--- src/hdl/stream_pkg.sv ---
package stream_pkg;

	localparam int ADDR_W = 24;
	localparam int DATA_W = 32;
	localparam int COUNT_W = 22;
	localparam int FIFO_DEPTH = 32;
	// Byte step between consecutive stream words.
	localparam logic [23:0] WORD_STEP = 24'h000004;
	localparam logic [23:0] ADDR_RESET = 24'h000000;
	localparam logic [21:0] COUNT_RESET = 22'h000000;
	// Flash read latency in clocks, from request to returned word.
	localparam int FLASH_LAT = 8;

	typedef struct packed {
		logic [ADDR_W-1:0] addr;
		logic stream;
	} flash_req_s;

	typedef enum logic [1:0] {
		IDLE,
		ISSUE,
		WAIT
	} fetch_state_e;

endpackage

--- src/hdl/stream_fifo.sv ---
`timescale 1ns/1ps
module stream_fifo #(
	parameter int WIDTH = 32,
	parameter int DEPTH = 32
) (
	input wire logic clk,
	input wire logic resetn,
	input wire logic [WIDTH-1:0] in_data,
	input wire logic in_valid,
	output logic in_ready,
	output logic [WIDTH-1:0] out_data,
	output logic out_valid,
	input wire logic out_ready,
	input wire logic flush
);
	localparam int AW = $clog2(DEPTH);
	logic [WIDTH-1:0] mem [DEPTH];
	logic [AW-1:0] wr_r;
	logic [AW-1:0] rd_r;
	logic [AW:0] cnt_r;
	wire push = in_valid && in_ready;
	wire pop = out_valid && out_ready;

	// Ready and valid follow the fill level, so a stalled drain backs up.
	assign in_ready = (cnt_r != (AW+1)'(DEPTH));
	assign out_valid = (cnt_r != '0);
	assign out_data = mem[rd_r];

	// Storage has no reset; only the pointers need one.
	always_ff @(posedge clk) begin
		if (push) begin
			mem[wr_r] <= in_data;
		end
	end

	// A flush empties the FIFO so an aborted stream leaves no stale words.
	always_ff @(posedge clk) begin
		if (!resetn || flush) begin
			wr_r <= '0;
			rd_r <= '0;
			cnt_r <= '0;
		end else begin
			wr_r <= push ? wr_r + 1'b1 : wr_r;
			rd_r <= pop ? rd_r + 1'b1 : rd_r;
			cnt_r <= cnt_r + (AW+1)'(push) - (AW+1)'(pop);
		end
	end
endmodule // stream_fifo

--- src/hdl/flash_stream_prefetch.sv ---
// Behaviour
// - Background fetch of linear words for DMA.
// - Count write of zero aborts active stream.
// - Load during in-flight abort access skips word.
// - Uncached window read stalls while access busy.
`timescale 1ns/1ps
module flash_stream_prefetch #(
	parameter int LAT = stream_pkg::FLASH_LAT,
	parameter int DEPTH = stream_pkg::FIFO_DEPTH
) (
	input wire logic clk,
	input wire logic resetn,
	input wire logic addr_wr,
	input wire logic count_wr,
	input wire logic [stream_pkg::ADDR_W-1:0] wr_addr,
	input wire logic [stream_pkg::COUNT_W-1:0] wr_count,
	input wire logic unc_req,
	input wire logic [stream_pkg::ADDR_W-1:0] unc_addr,
	output logic unc_ready,
	output logic [stream_pkg::DATA_W-1:0] unc_data,
	output logic flash_req,
	output logic [stream_pkg::ADDR_W-1:0] flash_addr,
	input wire logic [stream_pkg::DATA_W-1:0] flash_rdata,
	input wire logic flash_rvalid,
	output logic [stream_pkg::DATA_W-1:0] dma_data,
	output logic dma_valid,
	input wire logic dma_ready,
	output logic stream_busy,
	output logic [stream_pkg::COUNT_W-1:0] count_left
);
	stream_pkg::fetch_state_e state_r;
	stream_pkg::flash_req_s cur_r;
	logic [stream_pkg::ADDR_W-1:0] saddr_r;
	logic [stream_pkg::COUNT_W-1:0] scount_r;
	logic skip_r;
	logic stale_r;
	logic [stream_pkg::DATA_W-1:0] fifo_out;
	logic fifo_valid;
	logic fifo_ready;
	logic fifo_in_ready;

	// Byte step applied to the stream address for every word.
	// It is declared ahead of its users so every tool resolves it.
	localparam logic [stream_pkg::ADDR_W-1:0] WSTEP = stream_pkg::WORD_STEP;

	// True when a count value means that no stream is armed.
	// The same test serves the abort decode and the fetch enable,
	// so both always agree on what an empty count is.
	function automatic logic count_idle(
		input logic [stream_pkg::COUNT_W-1:0] c
	);
		return c == '0;
	endfunction

	// Flash access slot is busy from issue until the word returns.
	wire access_busy = (state_r != stream_pkg::IDLE);
	// A zero count write is the abort; it also flushes queued words.
	wire aborting = count_wr && count_idle(wr_count);
	wire count_live = !count_idle(scount_r);
	// Returns are qualified by the slot state so a stray valid is ignored.
	wire ret_any = flash_rvalid && (state_r == stream_pkg::WAIT);
	wire ret_stream = ret_any && cur_r.stream;
	wire ret_unc = ret_any && !cur_r.stream;
	// The last access of an aborted stream still returns a word. Unless it
	// was issued on the abort edge itself, which leaves it unmarked, it is
	// dropped here, so it never reaches the DMA or uses up a count of
	// a stream that software has loaded in the meantime.
	wire ret_stale = ret_stream && stale_r;
	wire ret_live = ret_stream && !stale_r && count_live;
	// An abort on the very edge of a return leaves nothing in flight.
	wire stale_set = aborting && access_busy && cur_r.stream && !ret_any;
	// A reload that overlaps the stale access inherits its increment.
	wire in_flight_aborted = stale_r && !ret_any;
	// Fetching pauses while the FIFO is full or an uncached read waits.
	wire stream_go = count_live && fifo_in_ready && !unc_req;

	// The FIFO absorbs flash latency so DMA reads wait on the bus only while it is empty.
	stream_fifo #(
		.WIDTH(stream_pkg::DATA_W),
		.DEPTH(DEPTH)
	) u_fifo (
		.clk(clk),
		.resetn(resetn),
		.in_data(flash_rdata),
		.in_valid(ret_live),
		.in_ready(fifo_in_ready),
		.out_data(fifo_out),
		.out_valid(fifo_valid),
		.out_ready(fifo_ready),
		.flush(aborting)
	);

	// Output stage registers the FIFO head for the DMA.
	assign fifo_ready = !dma_valid || dma_ready;

	always_ff @(posedge clk) begin
		if (!resetn) begin
			dma_valid <= 1'b0;
			dma_data <= '0;
		end else if (aborting) begin
			dma_valid <= 1'b0;
		end else if (fifo_ready) begin
			dma_valid <= fifo_valid;
			dma_data <= fifo_out;
		end
	end

	// Address and count registers; count write launches the stream.
	// A fresh start over a still-running aborted access picks up the
	// in-flight increment, reproducing the 4-byte shift faithfully.
	always_ff @(posedge clk) begin
		if (!resetn) begin
			saddr_r <= stream_pkg::ADDR_RESET;
			scount_r <= stream_pkg::COUNT_RESET;
			skip_r <= 1'b0;
		end else begin
			if (addr_wr) begin
				saddr_r <= wr_addr;
				skip_r <= in_flight_aborted;
			end
			if (count_wr) begin
				scount_r <= wr_count;
			end else if (ret_live) begin
				scount_r <= scount_r - 1'b1;
			end
			if (state_r == stream_pkg::IDLE && stream_go && !addr_wr) begin
				saddr_r <= saddr_r + WSTEP;
			end else if (skip_r && ret_stale && !addr_wr) begin
				saddr_r <= saddr_r + WSTEP;
				skip_r <= 1'b0;
			end else if (skip_r && !access_busy) begin
				skip_r <= 1'b0;
			end
		end
	end

	// Marks the access of an aborted stream that is still in flight.
	// The flag lives until that access returns, which is the window in
	// which a reload picks up the extra address step. Software avoids
	// the window with one uncached read, which stalls until it closes.
	// An abort on the edge of the return has nothing left to mark, so
	// there the return wins and the flag stays clear.
	always_ff @(posedge clk) begin
		if (!resetn) begin
			stale_r <= 1'b0;
		end else if (stale_set) begin
			stale_r <= 1'b1;
		end else if (ret_any) begin
			stale_r <= 1'b0;
		end
	end

	// Single flash port: uncached reads win arbitration but must wait
	// for any stream access already issued to finish.
	always_ff @(posedge clk) begin
		if (!resetn) begin
			state_r <= stream_pkg::IDLE;
			cur_r <= '0;
			flash_req <= 1'b0;
			flash_addr <= '0;
			unc_ready <= 1'b0;
			unc_data <= '0;
		end else begin
			flash_req <= 1'b0;
			unc_ready <= 1'b0;
			case (state_r)
				stream_pkg::IDLE: begin
					if (unc_req && !unc_ready) begin
						cur_r <= '{addr: unc_addr, stream: 1'b0};
						flash_addr <= unc_addr;
						flash_req <= 1'b1;
						state_r <= stream_pkg::WAIT;
					end else if (stream_go && !addr_wr) begin
						cur_r <= '{addr: saddr_r, stream: 1'b1};
						flash_addr <= saddr_r;
						flash_req <= 1'b1;
						state_r <= stream_pkg::WAIT;
					end
				end
				stream_pkg::WAIT: begin
					// Any latency is accepted; only one access is open.
					if (flash_rvalid) begin
						state_r <= stream_pkg::IDLE;
						if (ret_unc) begin
							unc_data <= flash_rdata;
							unc_ready <= 1'b1;
						end
					end
				end
				default: state_r <= stream_pkg::IDLE;
			endcase
		end
	end

	// Status outputs are registered copies of the stream state.
	always_ff @(posedge clk) begin
		if (!resetn) begin
			stream_busy <= 1'b0;
			count_left <= '0;
		end else begin
			stream_busy <= (scount_r != '0) || access_busy;
			count_left <= scount_r;
		end
	end
endmodule // flash_stream_prefetch

--- config.mk ---
export PLATFORM = sky130hd
export DESIGN_NAME = flash_stream_prefetch
export DESIGN_NICKNAME = d
export VERILOG_FILES = /design/src/hdl/stream_pkg.sv /design/src/hdl/stream_fifo.sv /design/src/hdl/flash_stream_prefetch.sv
export SDC_FILE = /design/constraint.sdc
export NUM_CORES = 1
export LEC_CHECK = 0
export BUFFER_PORTS_ARGS = -buffer_cell sky130_fd_sc_hd__buf_4
export CAP_MARGIN = 20
export CORE_UTILIZATION = 66
export DETAILED_ROUTE_END_ITERATION = 16
export PLACE_DENSITY_LB_ADDON = 0.25
export SLEW_MARGIN = 20
export SYNTH_ARGS = -nofsm -noshare
export SYNTH_HDL_FRONTEND = slang
export SYNTH_SLANG_ARGS = --single-unit
--- constraint.sdc ---
create_clock -name clk -period 5.83 [get_ports clk]
set_clock_uncertainty 0.15 [all_clocks]
set_input_delay 0.2915 -clock clk [delete_from_list [all_inputs] [get_ports clk]]
set_output_delay 0.2915 -clock clk [all_outputs]
set_load 0.02 [all_outputs]
Yosys cells after proc, flatten, opt, wreduce, memory -nomap -nowiden:

Memories as Yosys holds them, arrays and structs flattened. A register that Yosys moved wholly into a read port is not among the register bits.
Index checks and enable logic that the tools add are counted.

* flip-flop bits (word level): 149
* word-level logic and storage cells: 106
* latch bits: 0
* ROM bits: 0
* memory bits (writable): 1024
* output and inout port bits: 114
* memories kept: 1

Memories
* u_fifo.mem: depth 32, bits a word 32, read ports 1, clocked after memory_dff 1, wr ports 1, line stream_fifo.sv:17 `logic [WIDTH-1:0] mem [DEPTH];`

* divide/modulo/power cells: 0
* reductions and logical operators: 53
* $add $sub $neg: 6
* mux-type cells: 24
* multiply operators: 0
* shifts and indexed selects: 0
* bitwise gates (word level): 2
* eq/ne operators: 4
* magnitude comparators: 0

Operators by type and width (number)
* two-way mux 24 bit: 5
* zero test 22 bit: 2
* two-way mux 22 bit: 2
* adder 24 x 3 -> 24 bit, second input constant: 1
* logical AND 1 bit: 22
* nonzero test 22 bit: 1
* subtractor 22 x 1 -> 22 bit, second input constant: 1
* two-way mux 1 bit: 13
* zero test 1 bit: 11
* adder 5 x 1 -> 5 bit, second input constant: 2
* AND reduction 2 bit: 4
* nonzero test 2 bit: 4
* adder 6 x 1 -> 6 bit: 1
* two-way mux 2 bit: 3
* != test 6 bit, second input constant: 1
* AND reduction 3 bit: 2
* nonzero test 6 bit: 1
* subtractor 6 x 1 -> 6 bit: 1
* case mux 2 bit (2 select lines): 1
* logical OR 1 bit: 3
* != test 3 x 1 -> 1 bit, second input constant: 1
* nonzero test 3 bit: 1
* equality test 2 bit, second input constant: 1
* zero test 2 bit: 1
* 3 further kinds: 4

Logic depth before layout (Yosys ltp):

* depth after elaboration: 8
* gate-level depth with buffers: 15

Cells and area by module:

Synthesis repeated with hierarchy kept, for this count alone.

* cell total of the unflattened synthesis: 2818
* area total of the unflattened synthesis: 47550.6 µm²

Modules (own cells, without submodules)
* stream_fifo: cells each 2042, seq. area each 31169.9 µm², instances 1, area an instance 40326.2 µm²
* flash_stream_prefetch: cells each 776, seq. area each 3283.1 µm², instances 1, area an instance 7224.4 µm²

Least setup slack after synthesis:

Ideal clock, no wire load.

* kind: register -> register
* start: reg scount_r[0] (netlist bit)
* end: mem u_fifo.mem[15][0], enable pin
* setup slack: 2239 ps
* stages on the path, launching flop included: 8
* setup time: 421 ps
* arrival: 3020 ps
* period minus slack after synthesis: 3591 ps
* path buffers: 0
* cells stage by stage: dfxtp_1 -> inv_1 -> ha_1 -> nor4b_2 -> and3_1 -> a21boi_0 -> nand3b_2 -> nor2_1

* word-level cells in the longest chain between the ends: 6

RTL lines
* start: declaration: line flash_stream_prefetch.sv:34 `logic [stream_pkg::COUNT_W-1:0] scount_r;`
* start signal: assignment: line flash_stream_prefetch.sv:114 `scount_r <= stream_pkg::COUNT_RESET;`
* start signal: assignment: line flash_stream_prefetch.sv:122 `scount_r <= wr_count;`
* start signal: assignment: line flash_stream_prefetch.sv:124 `scount_r <= scount_r - 1'b1;`
* zero test 22 bit: line flash_stream_prefetch.sv:52 `return c == '0;`
* zero test 1 bit: line flash_stream_prefetch.sv:59 `wire count_live = !count_idle(scount_r);`
* logical AND 1 bit: line flash_stream_prefetch.sv:69 `wire ret_live = ret_stream && !stale_r && count_live;`
* logical AND 1 bit: line stream_fifo.sv:21 `wire push = in_valid && in_ready;`
* two-way mux 1 bit: line stream_fifo.sv:31 `if (push) begin`
* two-way mux 1 bit (implied by the code): line stream_fifo.sv:32 `mem[wr_r] <= in_data;`
* end: declaration: line stream_fifo.sv:17

Every way passes these cells.

Worst setup path in the final report:

* start: reg scount_r[0] (netlist bit)
* end: mem u_fifo.mem[10][27], enable pin

Same word-level chain as after synthesis.

==> flow_metrics.env <==
export IMPL_slew_viol_final=0
export IMPL_critPathBufInv=1
export IMPL_grt_overflow_total=0
export IMPL_htreeDepth=3
export IMPL_powerDensity_nw_per_um2=391
export IMPL_ys_warnings_count=0
export IMPL_fin_crit_sh=0.723
export IMPL_maxClockFrequency_mhz=237
export IMPL_cts_setup_buffers=0
export IMPL_num_rows=97
export IMPL_cp_required_ns=5.97
export IMPL_post_drt_via_cell_ratio=6.89
export IMPL_critPathLaunchType="flop"
export IMPL_slowest_stage="nor2_4"
export IMPL_worstHoldPathType="in -> reg"
export IMPL_start_util=0.667
export IMPL_vias=27600
export IMPL_grt_use_total=0.350
export IMPL_ys_seq_elements=1204
export IMPL_synthCells=2588
export IMPL_avgSynthCellArea_um2=18.0
export IMPL_rsz0062_at_grt="false"
export IMPL_drt_pre_antenna_iters=5
export IMPL_drv_cap=0
export IMPL_synth_flop_cell="edfxtp_1"
export IMPL_post_drt_wl_per_cell_um=31.3
export IMPL_ioPinCount=223
export IMPL_drive_above_1_share=0.235
export IMPL_die_w_um=268
export IMPL_preCtsSetupSlack_ns=1.72
export IMPL_max_stage_delay_ns=1.08
export IMPL_outcome="finished clean"
export IMPL_dieHeight_um=268
export IMPL_final_cell_area_um2=55100
export IMPL_synth_edf_count=1024
export IMPL_antenna_found_initial=6
export IMPL_dpl_cell_area_um2=49500
export IMPL_period_minus_slack_ns=4.22
export IMPL_crit_family="simple AND/OR/NAND/NOR gates"
export IMPL_power_frac_comb=0.187
export IMPL_vdd_drop_max_mv=0.288
export IMPL_clkSlewWorstSetupHoldPaths_ns=0.07
export IMPL_finalPower_mw=21.6
export IMPL_nets=3089
export IMPL_grt_max_degree=74
export IMPL_crit_fanout=32
export IMPL_synth_fp_nets=2714
export IMPL_core_um2=70000
export IMPL_worstPathCellList="inv_1, ha_1, nor4b_2, nand3_1, o21ai_4, nor2_1, nand2_1, nor2_4"
export IMPL_switchingPower_mw=5.72
export IMPL_drc=0
export IMPL_setup_tns_ns=0
export IMPL_die_area_um2=71800
export IMPL_drt_initial_drc_count=3729
export IMPL_clkLatencyLatePin_ns=0.70
export IMPL_cp_end_kind="flop"
export IMPL_ys_async_sr_fraction=0
export IMPL_clock_sinks=1204
export IMPL_postLayoutCoreUtil=0.787
export IMPL_p_sw_frac=0.265
export IMPL_arrival_ns=4.36
export IMPL_diodes=0
export IMPL_hold_viol=0
export IMPL_first_global_vias=27400
export IMPL_worstSetupPathType="reg -> reg"
export IMPL_cts_tree="yes"
export IMPL_synth_distinct_cells=79
export IMPL_relSlewSlack=0.209
export IMPL_grt_pass1_wl_um=180000
export IMPL_root_buffer="clkbuf_16"
export IMPL_place_congestion=0.892
export IMPL_sequentialPowerShare=0.455
export IMPL_setup_violations_final=0
export IMPL_worst_pin_slew_ns=1.18
export IMPL_setup_ws_ns=1.61
export IMPL_antenna_left=0
export IMPL_p_leak_nw=18.2
export IMPL_port_buffers=222
export IMPL_cts_made_buffers=114
export IMPL_syn_to_final_growth_pct=18.1
export IMPL_hpwl_um=70700
export IMPL_ys_seq_area_frac=0.736
export IMPL_drt_total_wl_um=125000
export IMPL_cts_buffer_depth=3
export IMPL_syn_area_um2=46700
export IMPL_internal_power_mw=15.9
export IMPL_power_share_clock=0.358
==> path summary, 6_finish.rpt <==
check                    from            endpoint  slack (ns)  cells past startpoint
hold reg to reg   unc_data[5]         unc_data[5]        0.32                      2
hold / removal    wr_count[3]             stale_r        0.16                      6
setup reg to reg  scount_r[0]  u_fifo.mem[10][27]        1.61                      8
setup / recovery  scount_r[0]  u_fifo.mem[10][27]        1.61                      8
==> cells in the final DEF (no fill, tap or decap), types with 36 or more instances in the layout <==
master            n
mux4_2          193
clkbuf_16       119
a211oi_1         36
a21oi_1          60
o21ai_0          70
nand2_1         170
mux2i_1         181
buf_4           243
dlygate4sd3_1   145
edfxtp_1       1024
a22oi_1          36
dfxtp_1         175
==> stage by stage <==
stage	std cells	hold slack, ns
floorplan	2588	0.240
global placement	3628	0.306
detailed placement	3631	0.310
CTS	3994	0.112
global route	4005	0.159
finish	4005	0.160
==> registers in the layout (all words and copies together) (netlist names) <==
name and count:
flash_req 1, stale_r 1, unc_ready 1, saddr_r 24, u_fifo.mem 1024, skip_r 1
u_fifo.cnt_r 6, unc_data 32, scount_r 22, u_fifo.rd_r 5, dma_valid 1, count_left 22
cur_r 1, dma_data 32, flash_addr 24, stream_busy 1, u_fifo.wr_r 5, state_r 1
==> synthesized netlist by cell type, types with 4 or more instances <==
master	number	area, µm²
dfxtp_1	180	3600
nand4_1	8	50.1
o211ai_2	4	50.1
nand3_1	19	95.1
clkbuf_1	84	315
or3_1	8	50.1
and3_1	5	31.3
edfxtp_1	1024	30700
nand2b_1	4	25.0
o311ai_0	4	35.0
o21ai_0	70	350
ha_1	16	200
and2_1	26	163
mux2i_1	181	1810
nor3_2	4	40.0
a21boi_0	35	263
mux4_2	193	4350
nor3_1	13	65.1
o211a_1	26	260
buf_2	40	200
or4_1	5	37.5
buf_6	9	101
buf_1	8	30.0
xor2_1	14	123
o221ai_1	31	272
a211oi_1	36	270
xnor2_1	25	219
a21oi_1	60	300
nor2b_1	8	50.1
nor2_1	68	255
a32o_1	34	340
nand2_1	171	642
a31oi_1	5	31.3
inv_1	23	86.3
nor4_1	9	56.3
o22ai_1	32	200
a22oi_1	36	270
buf_4	7	52.6
and4_1	4	35.0
==> power groups by stage <==
| stage | logic [mW] | registers [mW] | clock network (mW) |
|---|---|---|---|
| global route | 4.23 | 9.83 | 8.08 |
| detailed placement | 3.84 | 9.99 | 0 |
| floorplan | 2.62 | 9.89 | 0 |
| finish | 4.04 | 9.82 | 7.72 |
| global placement | 3.76 | 9.98 | 0 |
| CTS | 3.99 | 9.81 | 7.71 |
==> layout make-up <==
class                   instances  area [µm²]
fillers                      3445       14900
repair buffers                408        3750
clock inverters                68         757
flip-flops and latches       1204       34400
multi-input cells            1212       11800
inverters                      23        86.3
well taps                     940        1180
clock buffers                 150        3170
==> kinds of logic (layout without fill, tap and decap cells) <==
kind of cell    Yosys count  in the layout  share of synthesized area
xor+xnor                 39             39                    0.00732
simple gates            377            377                     0.0398
flops                  1204           1204                      0.736
compound gates          405            405                     0.0635
mux                     374            374                      0.132
buf+inv                 172            649                     0.0171
fa+ha+maj                17             17                    0.00472
==> worst reg2reg max path, cell delays in order, from the launching register on <==
cell and delay [ns]:
dfxtp_1 0.42, inv_1 0.08, ha_1 0.22, nor4b_2 0.18
nand3_1 0.26, o21ai_4 0.20, nor2_1 0.49, nand2_1 0.71
nor2_4 1.10
==> per-layer routing <==
layer,vias up,global-route usage,wire length (µm)
met5,-,0,65
met4,10,0.126,4840
met3,312,0.0622,13700
met2,2082,0.578,62200
met1,14000,0.473,44500
li1,11200,-,-
==> timing repair <==
item,4_1_cts,5_1_grt
hold buffers,145,0
resized for setup,0,0
endpoints found under the setup margin,0,0
hold endpoints to repair,1132,0
Note: power is estimated with default switching activity, not from simulation.
